<file path="src/shared/sbh_consts.vh">
`ifndef SBH_CONSTS_VH
`define SBH_CONSTS_VH

// AXI4-Lite register byte addresses
`define SBH_ADDR_CHIP_CFG     8'h00
`define SBH_ADDR_RX_FP        8'h04
`define SBH_ADDR_PIN_STATUS   8'h08
`define SBH_AXI_AW            8

// AXI responses
`define SBH_RESP_OKAY         2'b00
`define SBH_RESP_SLVERR       2'b10

// Chip config field positions
`define SBH_CFG_BUS8_BIT      6
`define SBH_CFG_BUS16_BIT     7
`define SBH_CFG_EEPROM_BIT    9
`define SBH_CFG_BIG_END_BIT   10

// Rx frame pointer field
`define SBH_RXFP_ENDIAN_BIT   11
`define SBH_RXFP_RESET        1'b0

// Pin status register fields
`define SBH_STAT_BE_LSB       8
`define SBH_STAT_BE_MSB       11

// Shared bus fields in address cycle
`define SBH_SD_BE_MSB         15
`define SBH_SD_BE_LSB         12
`define SBH_SD_A_HI           7
`define SBH_SD_A_WORD_LO      2
`define SBH_SD_A_BYTE_HI      1

// Strap defaults; unused, capture follows the pins while reset is held
`define SBH_STRAP_BUS16_DEF   1'b1
`define SBH_STRAP_EEPROM_DEF  1'b0
`define SBH_STRAP_ENDIAN_DEF  1'b0

// Register memory geometry
`define SBH_MEM_AW            6
`define SBH_MEM_DEPTH         64

// Host pin synchroniser width: sd[15:0], cmd, wr_n, rd_n
`define SBH_PIN_W             19
`define SBH_PIN_CMD           16
`define SBH_PIN_WRN           17
`define SBH_PIN_RDN           18

`endif

</file>
<file path="src/design/sbh_host_port.v">
// Added by the designer: the register addresses and the AXI4-Lite slave port.
`timescale 1ns/100ps
`default_nettype none
`include "sbh_consts.vh"
module sbh_host_port (
  input  wire                   aclk,
  input  wire                   aresetn,
  // Shared bus pins
  input  wire [15:0]            sd_in,
  output wire [15:0]            sd_out,
  output wire [15:0]            sd_oe,
  input  wire                   cmd_in,
  input  wire                   wr_strobe_n,
  input  wire                   rd_strobe_n,
  // Strap pins
  input  wire                   bus_width_strap_pin_in,
  output wire                   bus_width_strap_pin_out,
  output wire                   bus_width_strap_pin_oe,
  input  wire                   eeprom_present_strap_pin_in,
  output wire                   eeprom_present_strap_pin_out,
  output wire                   eeprom_present_strap_pin_oe,
  input  wire                   endian_strap_pin_in,
  output wire                   endian_strap_pin_out,
  output wire                   endian_strap_pin_oe,
  // AXI4-Lite slave
  input  wire [`SBH_AXI_AW-1:0] s_axi_awaddr,
  input  wire                   s_axi_awvalid,
  output wire                   s_axi_awready,
  input  wire [31:0]            s_axi_wdata,
  input  wire [3:0]             s_axi_wstrb,
  input  wire                   s_axi_wvalid,
  output wire                   s_axi_wready,
  output wire [1:0]             s_axi_bresp,
  output wire                   s_axi_bvalid,
  input  wire                   s_axi_bready,
  input  wire [`SBH_AXI_AW-1:0] s_axi_araddr,
  input  wire                   s_axi_arvalid,
  output wire                   s_axi_arready,
  output wire [31:0]            s_axi_rdata,
  output wire [1:0]             s_axi_rresp,
  output wire                   s_axi_rvalid,
  input  wire                   s_axi_rready
);
  function [15:0] sbh_swap16;
    input [15:0] v;
    begin
      sbh_swap16 = {v[7:0], v[15:8]};
    end
  endfunction

  function [3:0] sbh_lane;
    input [1:0] a;
    begin
      sbh_lane = 4'h1 << a;
    end
  endfunction

  // Pin synchronisation
  wire [`SBH_PIN_W-1:0] pin_q;
  wire [2:0]            strap_q;

  sbh_sync3 #(.W(`SBH_PIN_W)) u_pin_sync (
    .aclk (aclk),
    .d    ({rd_strobe_n, wr_strobe_n, cmd_in, sd_in}),
    .q    (pin_q)
  );

  sbh_sync3 #(.W(3)) u_strap_sync (
    .aclk (aclk),
    .d    ({endian_strap_pin_in, eeprom_present_strap_pin_in, bus_width_strap_pin_in}),
    .q    (strap_q)
  );

  wire [15:0] sd_q  = pin_q[15:0];
  wire        cmd_q = pin_q[`SBH_PIN_CMD];
  wire        wrn_q = pin_q[`SBH_PIN_WRN];
  wire        rdn_q = pin_q[`SBH_PIN_RDN];

  // Strap capture: follows the pins only while reset is held
  reg bus16_r;
  reg eeprom_r;
  reg big_strap_r;
  reg strap_drive_r;

  always @(posedge aclk) begin
    if (!aresetn) begin
      bus16_r     <= strap_q[0];
      eeprom_r    <= strap_q[1];
      big_strap_r <= strap_q[2];
    end
  end

  // Strap pins turn to outputs after release, driving the captured level
  always @(posedge aclk) begin
    if (!aresetn) begin
      strap_drive_r <= 1'b0;
    end else begin
      strap_drive_r <= 1'b1;
    end
  end

  assign bus_width_strap_pin_out      = bus16_r;
  assign bus_width_strap_pin_oe       = strap_drive_r;
  assign eeprom_present_strap_pin_out = eeprom_r;
  assign eeprom_present_strap_pin_oe  = strap_drive_r;
  assign endian_strap_pin_out         = big_strap_r;
  assign endian_strap_pin_oe          = strap_drive_r;

  // Software endian bit and effective byte order
  reg  rxfp_endian_r;
  wire big_end = big_strap_r | rxfp_endian_r;

  // Strobe edge detection on synchronised pins
  reg wrn_d_r;
  reg rdn_d_r;
  wire wr_start = wrn_d_r & ~wrn_q;
  wire rd_start = rdn_d_r & ~rdn_q;

  // Latched address and byte enables
  reg [7:0] addr_r;
  reg [3:0] be_r;
  reg [7:0] addr_nxt;
  reg [3:0] be_nxt;

  always @* begin
    addr_nxt = addr_r;
    be_nxt   = be_r;
    if (wr_start & cmd_q) begin
      if (bus16_r) begin
        // Lines 11..8 and 1..0 not looked at here
        addr_nxt = {sd_q[`SBH_SD_A_HI:`SBH_SD_A_WORD_LO], 2'b00};
        be_nxt   = sd_q[`SBH_SD_BE_MSB:`SBH_SD_BE_LSB];
      end else begin
        addr_nxt = sd_q[`SBH_SD_A_HI:0];
        be_nxt   = sbh_lane(sd_q[`SBH_SD_A_BYTE_HI:0]);
      end
    end
  end

  // Data cycle write path
  wire        hi_half = ~(be_r[0] | be_r[1]);
  wire [15:0] wr_half = big_end ? sbh_swap16(sd_q) : sd_q;
  reg  [31:0] mem_wdata;
  reg  [3:0]  mem_be;

  always @* begin
    if (bus16_r) begin
      mem_wdata = {wr_half, wr_half};
      mem_be    = hi_half ? (be_r & 4'hc) : (be_r & 4'h3);
    end else begin
      mem_wdata = {4{sd_q[7:0]}};
      mem_be    = sbh_lane(addr_r[`SBH_SD_A_BYTE_HI:0]);
    end
  end

  wire        mem_we = wr_start & ~cmd_q;
  wire [31:0] mem_rdata;

  sbh_regmem u_mem (
    .aclk  (aclk),
    .we    (mem_we),
    .be    (mem_be),
    .waddr (addr_r[`SBH_SD_A_HI:`SBH_SD_A_WORD_LO]),
    .wdata (mem_wdata),
    .raddr (addr_r[`SBH_SD_A_HI:`SBH_SD_A_WORD_LO]),
    .rdata (mem_rdata)
  );

  // Data cycle read path: word driven on the pins two cycles after strobe edge
  reg        rd_ph_r;
  reg [15:0] sd_out_r;
  reg [15:0] sd_oe_r;
  reg [15:0] rd_sel;
  wire [1:0] lane = addr_r[`SBH_SD_A_BYTE_HI:0];

  always @* begin
    if (bus16_r) begin
      rd_sel = hi_half ? mem_rdata[31:16] : mem_rdata[15:0];
      if (big_end) begin
        rd_sel = sbh_swap16(rd_sel);
      end
    end else begin
      rd_sel = {8'h00, mem_rdata[lane*8 +: 8]};
    end
  end

  always @(posedge aclk) begin
    if (!aresetn) begin
      addr_r   <= 8'h00;
      be_r     <= 4'h0;
      wrn_d_r  <= 1'b1;
      rdn_d_r  <= 1'b1;
      rd_ph_r  <= 1'b0;
      sd_out_r <= 16'h0000;
      sd_oe_r  <= 16'h0000;
    end else begin
      addr_r  <= addr_nxt;
      be_r    <= be_nxt;
      wrn_d_r <= wrn_q;
      rdn_d_r <= rdn_q;
      rd_ph_r <= rd_start & ~cmd_q;
      if (rd_ph_r) begin
        sd_out_r <= rd_sel;
      end
      if (rdn_q | cmd_q) begin
        sd_oe_r <= 16'h0000;
      end else if (rd_ph_r) begin
        // Upper lanes stay undriven in 8-bit; pull-downs hold them low
        sd_oe_r <= bus16_r ? 16'hffff : 16'h00ff;
      end
    end
  end

  assign sd_out = sd_out_r;
  assign sd_oe  = sd_oe_r;

  // AXI4-Lite slave: address and data taken in either order
  reg        aw_held_r;
  reg        w_held_r;
  reg [7:0]  awaddr_r;
  reg [31:0] wdata_r;
  reg [3:0]  wstrb_r;
  reg        bvalid_r;
  reg [1:0]  bresp_r;
  reg        rvalid_r;
  reg [31:0] rdata_r;
  reg [1:0]  rresp_r;

  assign s_axi_awready = ~aw_held_r & ~bvalid_r;
  assign s_axi_wready  = ~w_held_r & ~bvalid_r;
  assign s_axi_arready = ~rvalid_r;

  wire       aw_fire = s_axi_awvalid & s_axi_awready;
  wire       w_fire  = s_axi_wvalid & s_axi_wready;
  wire       aw_have = aw_held_r | aw_fire;
  wire       w_have  = w_held_r | w_fire;
  wire       do_wr   = aw_have & w_have;
  wire [7:0] wa      = aw_held_r ? awaddr_r : s_axi_awaddr;
  wire [31:0] wd     = w_held_r ? wdata_r : s_axi_wdata;
  wire [3:0] ws      = w_held_r ? wstrb_r : s_axi_wstrb;
  wire       ar_fire = s_axi_arvalid & s_axi_arready;

  wire [31:0] cfg_word = ({31'h0, ~bus16_r} << `SBH_CFG_BUS8_BIT)
                       | ({31'h0, bus16_r} << `SBH_CFG_BUS16_BIT)
                       | ({31'h0, eeprom_r} << `SBH_CFG_EEPROM_BIT)
                       | ({31'h0, big_strap_r} << `SBH_CFG_BIG_END_BIT);
  wire [31:0] rxfp_word = {31'h0, rxfp_endian_r} << `SBH_RXFP_ENDIAN_BIT;
  wire [31:0] stat_word = {20'h0, be_r, addr_r};

  always @(posedge aclk) begin
    if (!aresetn) begin
      aw_held_r     <= 1'b0;
      w_held_r      <= 1'b0;
      awaddr_r      <= 8'h00;
      wdata_r       <= 32'h0000_0000;
      wstrb_r       <= 4'h0;
      bvalid_r      <= 1'b0;
      bresp_r       <= `SBH_RESP_OKAY;
      rvalid_r      <= 1'b0;
      rdata_r       <= 32'h0000_0000;
      rresp_r       <= `SBH_RESP_OKAY;
      rxfp_endian_r <= `SBH_RXFP_RESET;
    end else begin
      if (do_wr) begin
        aw_held_r <= 1'b0;
        w_held_r  <= 1'b0;
        bvalid_r  <= 1'b1;
        if (wa == `SBH_ADDR_RX_FP) begin
          bresp_r <= `SBH_RESP_OKAY;
          if (ws[1]) begin
            rxfp_endian_r <= wd[`SBH_RXFP_ENDIAN_BIT];
          end
        end else if (wa == `SBH_ADDR_CHIP_CFG || wa == `SBH_ADDR_PIN_STATUS) begin
          // Read-only registers: write dropped
          bresp_r <= `SBH_RESP_OKAY;
        end else begin
          bresp_r <= `SBH_RESP_SLVERR;
        end
      end else begin
        if (aw_fire) begin
          aw_held_r <= 1'b1;
          awaddr_r  <= s_axi_awaddr;
        end
        if (w_fire) begin
          w_held_r <= 1'b1;
          wdata_r  <= s_axi_wdata;
          wstrb_r  <= s_axi_wstrb;
        end
        if (bvalid_r & s_axi_bready) begin
          bvalid_r <= 1'b0;
        end
      end
      if (ar_fire) begin
        rvalid_r <= 1'b1;
        rresp_r  <= `SBH_RESP_OKAY;
        case (s_axi_araddr)
          `SBH_ADDR_CHIP_CFG: begin
            rdata_r <= cfg_word;
          end
          `SBH_ADDR_RX_FP: begin
            rdata_r <= rxfp_word;
          end
          `SBH_ADDR_PIN_STATUS: begin
            rdata_r <= stat_word;
          end
          default: begin
            rdata_r <= 32'h0000_0000;
            rresp_r <= `SBH_RESP_SLVERR;
          end
        endcase
      end else if (rvalid_r & s_axi_rready) begin
        rvalid_r <= 1'b0;
      end
    end
  end

  assign s_axi_bvalid = bvalid_r;
  assign s_axi_bresp  = bresp_r;
  assign s_axi_rvalid = rvalid_r;
  assign s_axi_rdata  = rdata_r;
  assign s_axi_rresp  = rresp_r;
endmodule
`default_nettype wire

</file>
<file path="src/design/sbh_sync3.v">
`timescale 1ns/100ps
`default_nettype none
// Three stage input synchroniser; output follows once stages two and three agree
module sbh_sync3 #(
  parameter W = 1
) (
  input  wire         aclk,
  input  wire [W-1:0] d,
  output wire [W-1:0] q
);
  reg [W-1:0] s1_r;
  reg [W-1:0] s2_r;
  reg [W-1:0] s3_r;
  reg [W-1:0] q_r;
  wire [W-1:0] q_nxt;

  // No reset: straps must flow through while reset is held
  assign q_nxt = (s2_r & s3_r) | (q_r & (s2_r | s3_r));

  always @(posedge aclk) begin
    s1_r <= d;
    s2_r <= s1_r;
    s3_r <= s2_r;
    q_r  <= q_nxt;
  end

  assign q = q_r;
endmodule
`default_nettype wire

</file>
<file path="src/design/sbh_regmem.v">
`timescale 1ns/100ps
`default_nettype none
`include "sbh_consts.vh"
// Byte-writable register space behind the shared bus, registered read
module sbh_regmem (
  input  wire                    aclk,
  input  wire                    we,
  input  wire [3:0]              be,
  input  wire [`SBH_MEM_AW-1:0]  waddr,
  input  wire [31:0]             wdata,
  input  wire [`SBH_MEM_AW-1:0]  raddr,
  output wire [31:0]             rdata
);
  reg [31:0] mem_r [0:`SBH_MEM_DEPTH-1];
  reg [31:0] rdata_r;
  integer i;

  always @(posedge aclk) begin
    if (we) begin
      for (i = 0; i < 4; i = i + 1) begin
        if (be[i]) begin
          mem_r[waddr][i*8 +: 8] <= wdata[i*8 +: 8];
        end
      end
    end
    rdata_r <= mem_r[raddr];
  end

  assign rdata = rdata_r;
endmodule
`default_nettype wire

</file>
<file path="config.mk">
export PLATFORM = sky130hd
export DESIGN_NAME = sbh_host_port
export DESIGN_NICKNAME = d
export VERILOG_FILES = /design/src/design/sbh_host_port.v /design/src/design/sbh_sync3.v /design/src/design/sbh_regmem.v
export VERILOG_INCLUDE_DIRS = /design/src /design/src/shared
export SDC_FILE = /design/constraint.sdc
export NUM_CORES = 2
export LEC_CHECK = 0
export ABC_CLOCK_PERIOD_IN_PS = 4970
export BUFFER_PORTS_ARGS = -buffer_cell sky130_fd_sc_hd__clkbuf_2
export CORE_MARGIN = 2
export CORE_UTILIZATION = 63
export DETAILED_ROUTE_END_ITERATION = 16
export HOLD_SLACK_MARGIN = 0.1
export PLACE_DENSITY = 0.77
export SYNTH_ARGS = -nofsm -noshare
export SYNTH_HDL_FRONTEND = slang
export SYNTH_SLANG_ARGS = --single-unit
</file>
<file path="constraint.sdc">
create_clock -name aclk -period 4.97 [get_ports aclk]
set_clock_uncertainty 0.2 [all_clocks]
set_input_delay 0.994 -clock aclk [delete_from_list [all_inputs] [get_ports aclk]]
set_output_delay 0.994 -clock aclk [all_outputs]
set_load 0.01 [all_outputs]
</file>
==> flow_summary.ini <==
[synthesis]
synthCells = 4649
synth-edff-count = 2051
ys_seq_elements = 2234
synth_top_flop_cell = edfxtp_1
yosys_warnings = 0
syn-cell-area_mm2 = 0.0851
async_flop_share_pct = 0
synth_cell_type_count = 64
synth_seq_area_share_pct = 76.7
synth_area_per_cell_um2 = 18.3

[critical_path]
arrival_ns = 4.23
worstSetupStartpointType = flip-flop
critPathSlowestCell = nor2_1
end_kind = flip-flop
cp_max_fo = 66
critPathKind = reg2reg
worstPathRequired_ns = 5.23
cp_common_cell = nor2_1
crit_path_cell_trace = inv_8, nor2_1, nand2_1, nor2_1
cp_top_family = simple AND/OR/NAND/NOR gates
crit_buf_inv = 1
max_stage_delay_ns = 0.84

[floorplanning]
die_h_um = 371
initial_core_util_pct = 63.6
ios = 160
die_w_um = 371
coreArea_mm2 = 0.134
rows = 134
die_area_mm2 = 0.138

[clock_network]
cts_num_sinks = 2234
cts_buffer_depth = 3
clkLatencyLatePin_ns = 0.84
root_buffer = clkbuf_16
numCtsBuffers = 207
htreeDepth = 4
cts_tree = yes
clk_pin_slew_ns = 0.07
postCtsSetupBuffers = 0

[power_and_ir_drop]
seqPwrFrac_pct = 53.4
p_leak_nw = 30.2
ir_drop_uv = 359
powerDensity_mw_per_mm2 = 422
sw_frac_of_total_pct = 22.6
p_clk_share_pct = 39.6
internal_power_w = 0.0310
switching_power_w = 0.00904
power_frac_comb_pct = 7.0
power_w = 0.0400

[routing]
via_per_inst = 6.83
firstDrtPassIters = 6
drc_errors = 0
post_drt_wl_per_cell_um = 30.4
drt_iter0_markers = 6622
ant_nets = 0
drt-total-wl_um = 205000
num_vias = 46200

[cells_and_area]
area_growth_syn_to_layout_pct = 11.6
final_layout_size_suffix_gt1_share_pct = 18.7
fin_nets = 4898
design_area_mm2 = 0.0949

[placed_design]
dp_slack_ns = 1.23
place_area_mm2 = 0.0878
portBuffers = 103
dpl.hpwl_um = 120000
gp_congestion = 0.876

[timing]
worst_slew_pin_slew_ns = 1.26
rsz0062_at_grt = no
min_period_over_period_pct = 79.7
setup_viol = 0
layout_min_cycle_time_ns = 3.96
slew_headroom_pct = 15.8
finalHoldViolCount = 0
setup_tns_ns = 0
max_freq_mhz = 252
fin_ws_ns = 1.01
slew_viol_final = 0

[global_routing]
track_usage_pct = 29.8
grt_start_max_net_pins = 161
grt_pass1_wl_um = 298000
grt_pass1_vias = 45000
antenna_found_initial = 4
grt_remaining_overflow = 0

[hold_path]
min_path_type = reg2reg

[status]
status = completed

[job]
maxCapViolations = 0
==> cell usage after synthesis, types with 3 or more instances <==
cell,instances,area (um2)
edfxtp_1,2051,61600
nor2_1,405,1520
mux2i_1,341,3410
mux4_2,256,5770
a221oi_1,250,2190
dfxtp_1,183,3660
clkbuf_1,179,672
o22ai_1,130,813
buf_2,111,556
nand2_1,110,413
o21ai_0,88,440
o221ai_1,66,578
o211ai_1,63,473
or2_2,60,375
a22oi_1,47,353
a21oi_1,43,215
buf_4,43,323
nand4_1,32,200
mux2_2,25,282
maj3_1,22,220
buf_1,16,60.1
nor2b_1,12,75.1
inv_1,10,37.5
nand3b_1,9,67.6
a2111oi_0,8,70.1
nand2b_1,8,50.1
a22o_1,6,52.6
and3b_1,6,52.6
nor3_1,6,30.0
nor3b_1,6,45.0
buf_6,5,56.3
nand3_1,5,25.0
a211oi_1,3,22.5
==> logic make-up (layout without fill, tap and decap cells) <==
group	after synthesis	count (layout)	synth area share [%]
flip-flops	2234	2234	76.7
AO/OA/AOI/OAI	726	726	6.36
AND/OR/NAND/NOR	678	678	3.52
multiplexers	622	622	11.1
buffers and inverters	366	690	2.01
adder cells (fa/ha/maj)	22	22	0.259
other	1	23	0.00441
==> flip-flops by register name, summed over array words and instances, names as in the netlist, 4 cells and up <==
signal,count
s_axi_rdata,12
u_pin_sync.s3_r,19
u_pin_sync.q,19
addr_r,8
u_mem.mem_r,2048
sd_out,16
u_mem.rdata,32
awaddr_r,8
be_r,4
u_pin_sync.s1_r,19
u_pin_sync.s2_r,19
==> worst paths after layout <==
| path | startpoint | endpoint | slack, ns | cells past startpoint |
|---|---|---|---|---|
| worst max register to register | addr_r[4] | u_mem.mem_r[23][22] | 1.01 | 4 |
| worst max-delay path | addr_r[4] | u_mem.mem_r[23][22] | 1.01 | 4 |
| worst min-delay path | u_pin_sync.s1_r[0] | u_pin_sync.s2_r[0] | 0.12 | 0 |
| worst min register to register | u_pin_sync.s1_r[0] | u_pin_sync.s2_r[0] | 0.12 | 0 |
==> area by class of cell <==
type / instances / area (um2)
Sequential cell: 2234 / 65300
Fill cell: 7849 / 38900
Tap cell: 1768 / 2210
Multi-Input combinational cell: 2070 / 18300
Antenna cell: 1 / 2.50
Timing Repair Buffer: 292 / 2250
Clock inverter: 117 / 1070
Inverter: 12 / 52.6
Clock buffer: 269 / 5770
==> through the flow <==
stage	hold WS [ns]	instances	util, %
CTS	0.104	6762	70.9
global route	0.119	6762	70.9
global placement	0.111	6354	65.7
finish	0.125	6763	70.9
detailed placement	0.112	6354	65.7
floorplan	0.110	4670	-
==> cell usage in the layout (no fill, tap or decap), drive strengths merged, types with 10 or more instances in the layout <==
cell | synthesis | final
inv | 12 | 20
edfxtp | 2051 | 2051
clkinv | 0 | 85
a2111oi | 10 | 10
mux2 | 25 | 25
o21ai | 89 | 89
dlygate4sd3 | 0 | 22
a22oi | 47 | 47
a21oi | 43 | 43
mux4 | 256 | 256
o22ai | 130 | 130
dfxtp | 183 | 183
nor2 | 407 | 407
nand2 | 110 | 110
maj3 | 22 | 22
clkbuf | 179 | 372
mux2i | 341 | 341
o211ai | 63 | 63
conb | 1 | 22
o221ai | 66 | 66
nor2b | 12 | 12
nand4 | 32 | 32
or2 | 60 | 60
bufinv | 0 | 15
a221oi | 250 | 250
buf | 175 | 167
==> what timing repair did <==
action                    4_1_cts  5_1_grt
hold endpoints to repair       22        0
gates resized for setup         0        0
hold buffers                   22        0
==> worst register-to-register path: stages (launching register included) <==
cell and delay [ns]:
dfxtp_4 0.69, inv_8 0.39, nor2_1 0.78, nand2_1 0.68, nor2_1 0.84
==> metal layers <==
metal | GRT usage, % | wire [um] | up-vias
met5 | 0 | 47 | -
li1 | - | - | 19200
met2 | 45.4 | 97400 | 2971
met1 | 41.7 | 76300 | 23600
met4 | 11.9 | 8010 | 8
met3 | 7.88 | 23700 | 435
==> power groups by stage <==
stage	clock [W]	sequential, W	combinational, W
floorplan	0	0.0216	0.00173
detailed placement	0	0.0217	0.00274
CTS	0.0159	0.0214	0.00277
global placement	0	0.0217	0.00264
global route	0.0166	0.0214	0.00297
finish	0.0159	0.0214	0.00281
Note: power is estimated with default switching activity, not from simulation.
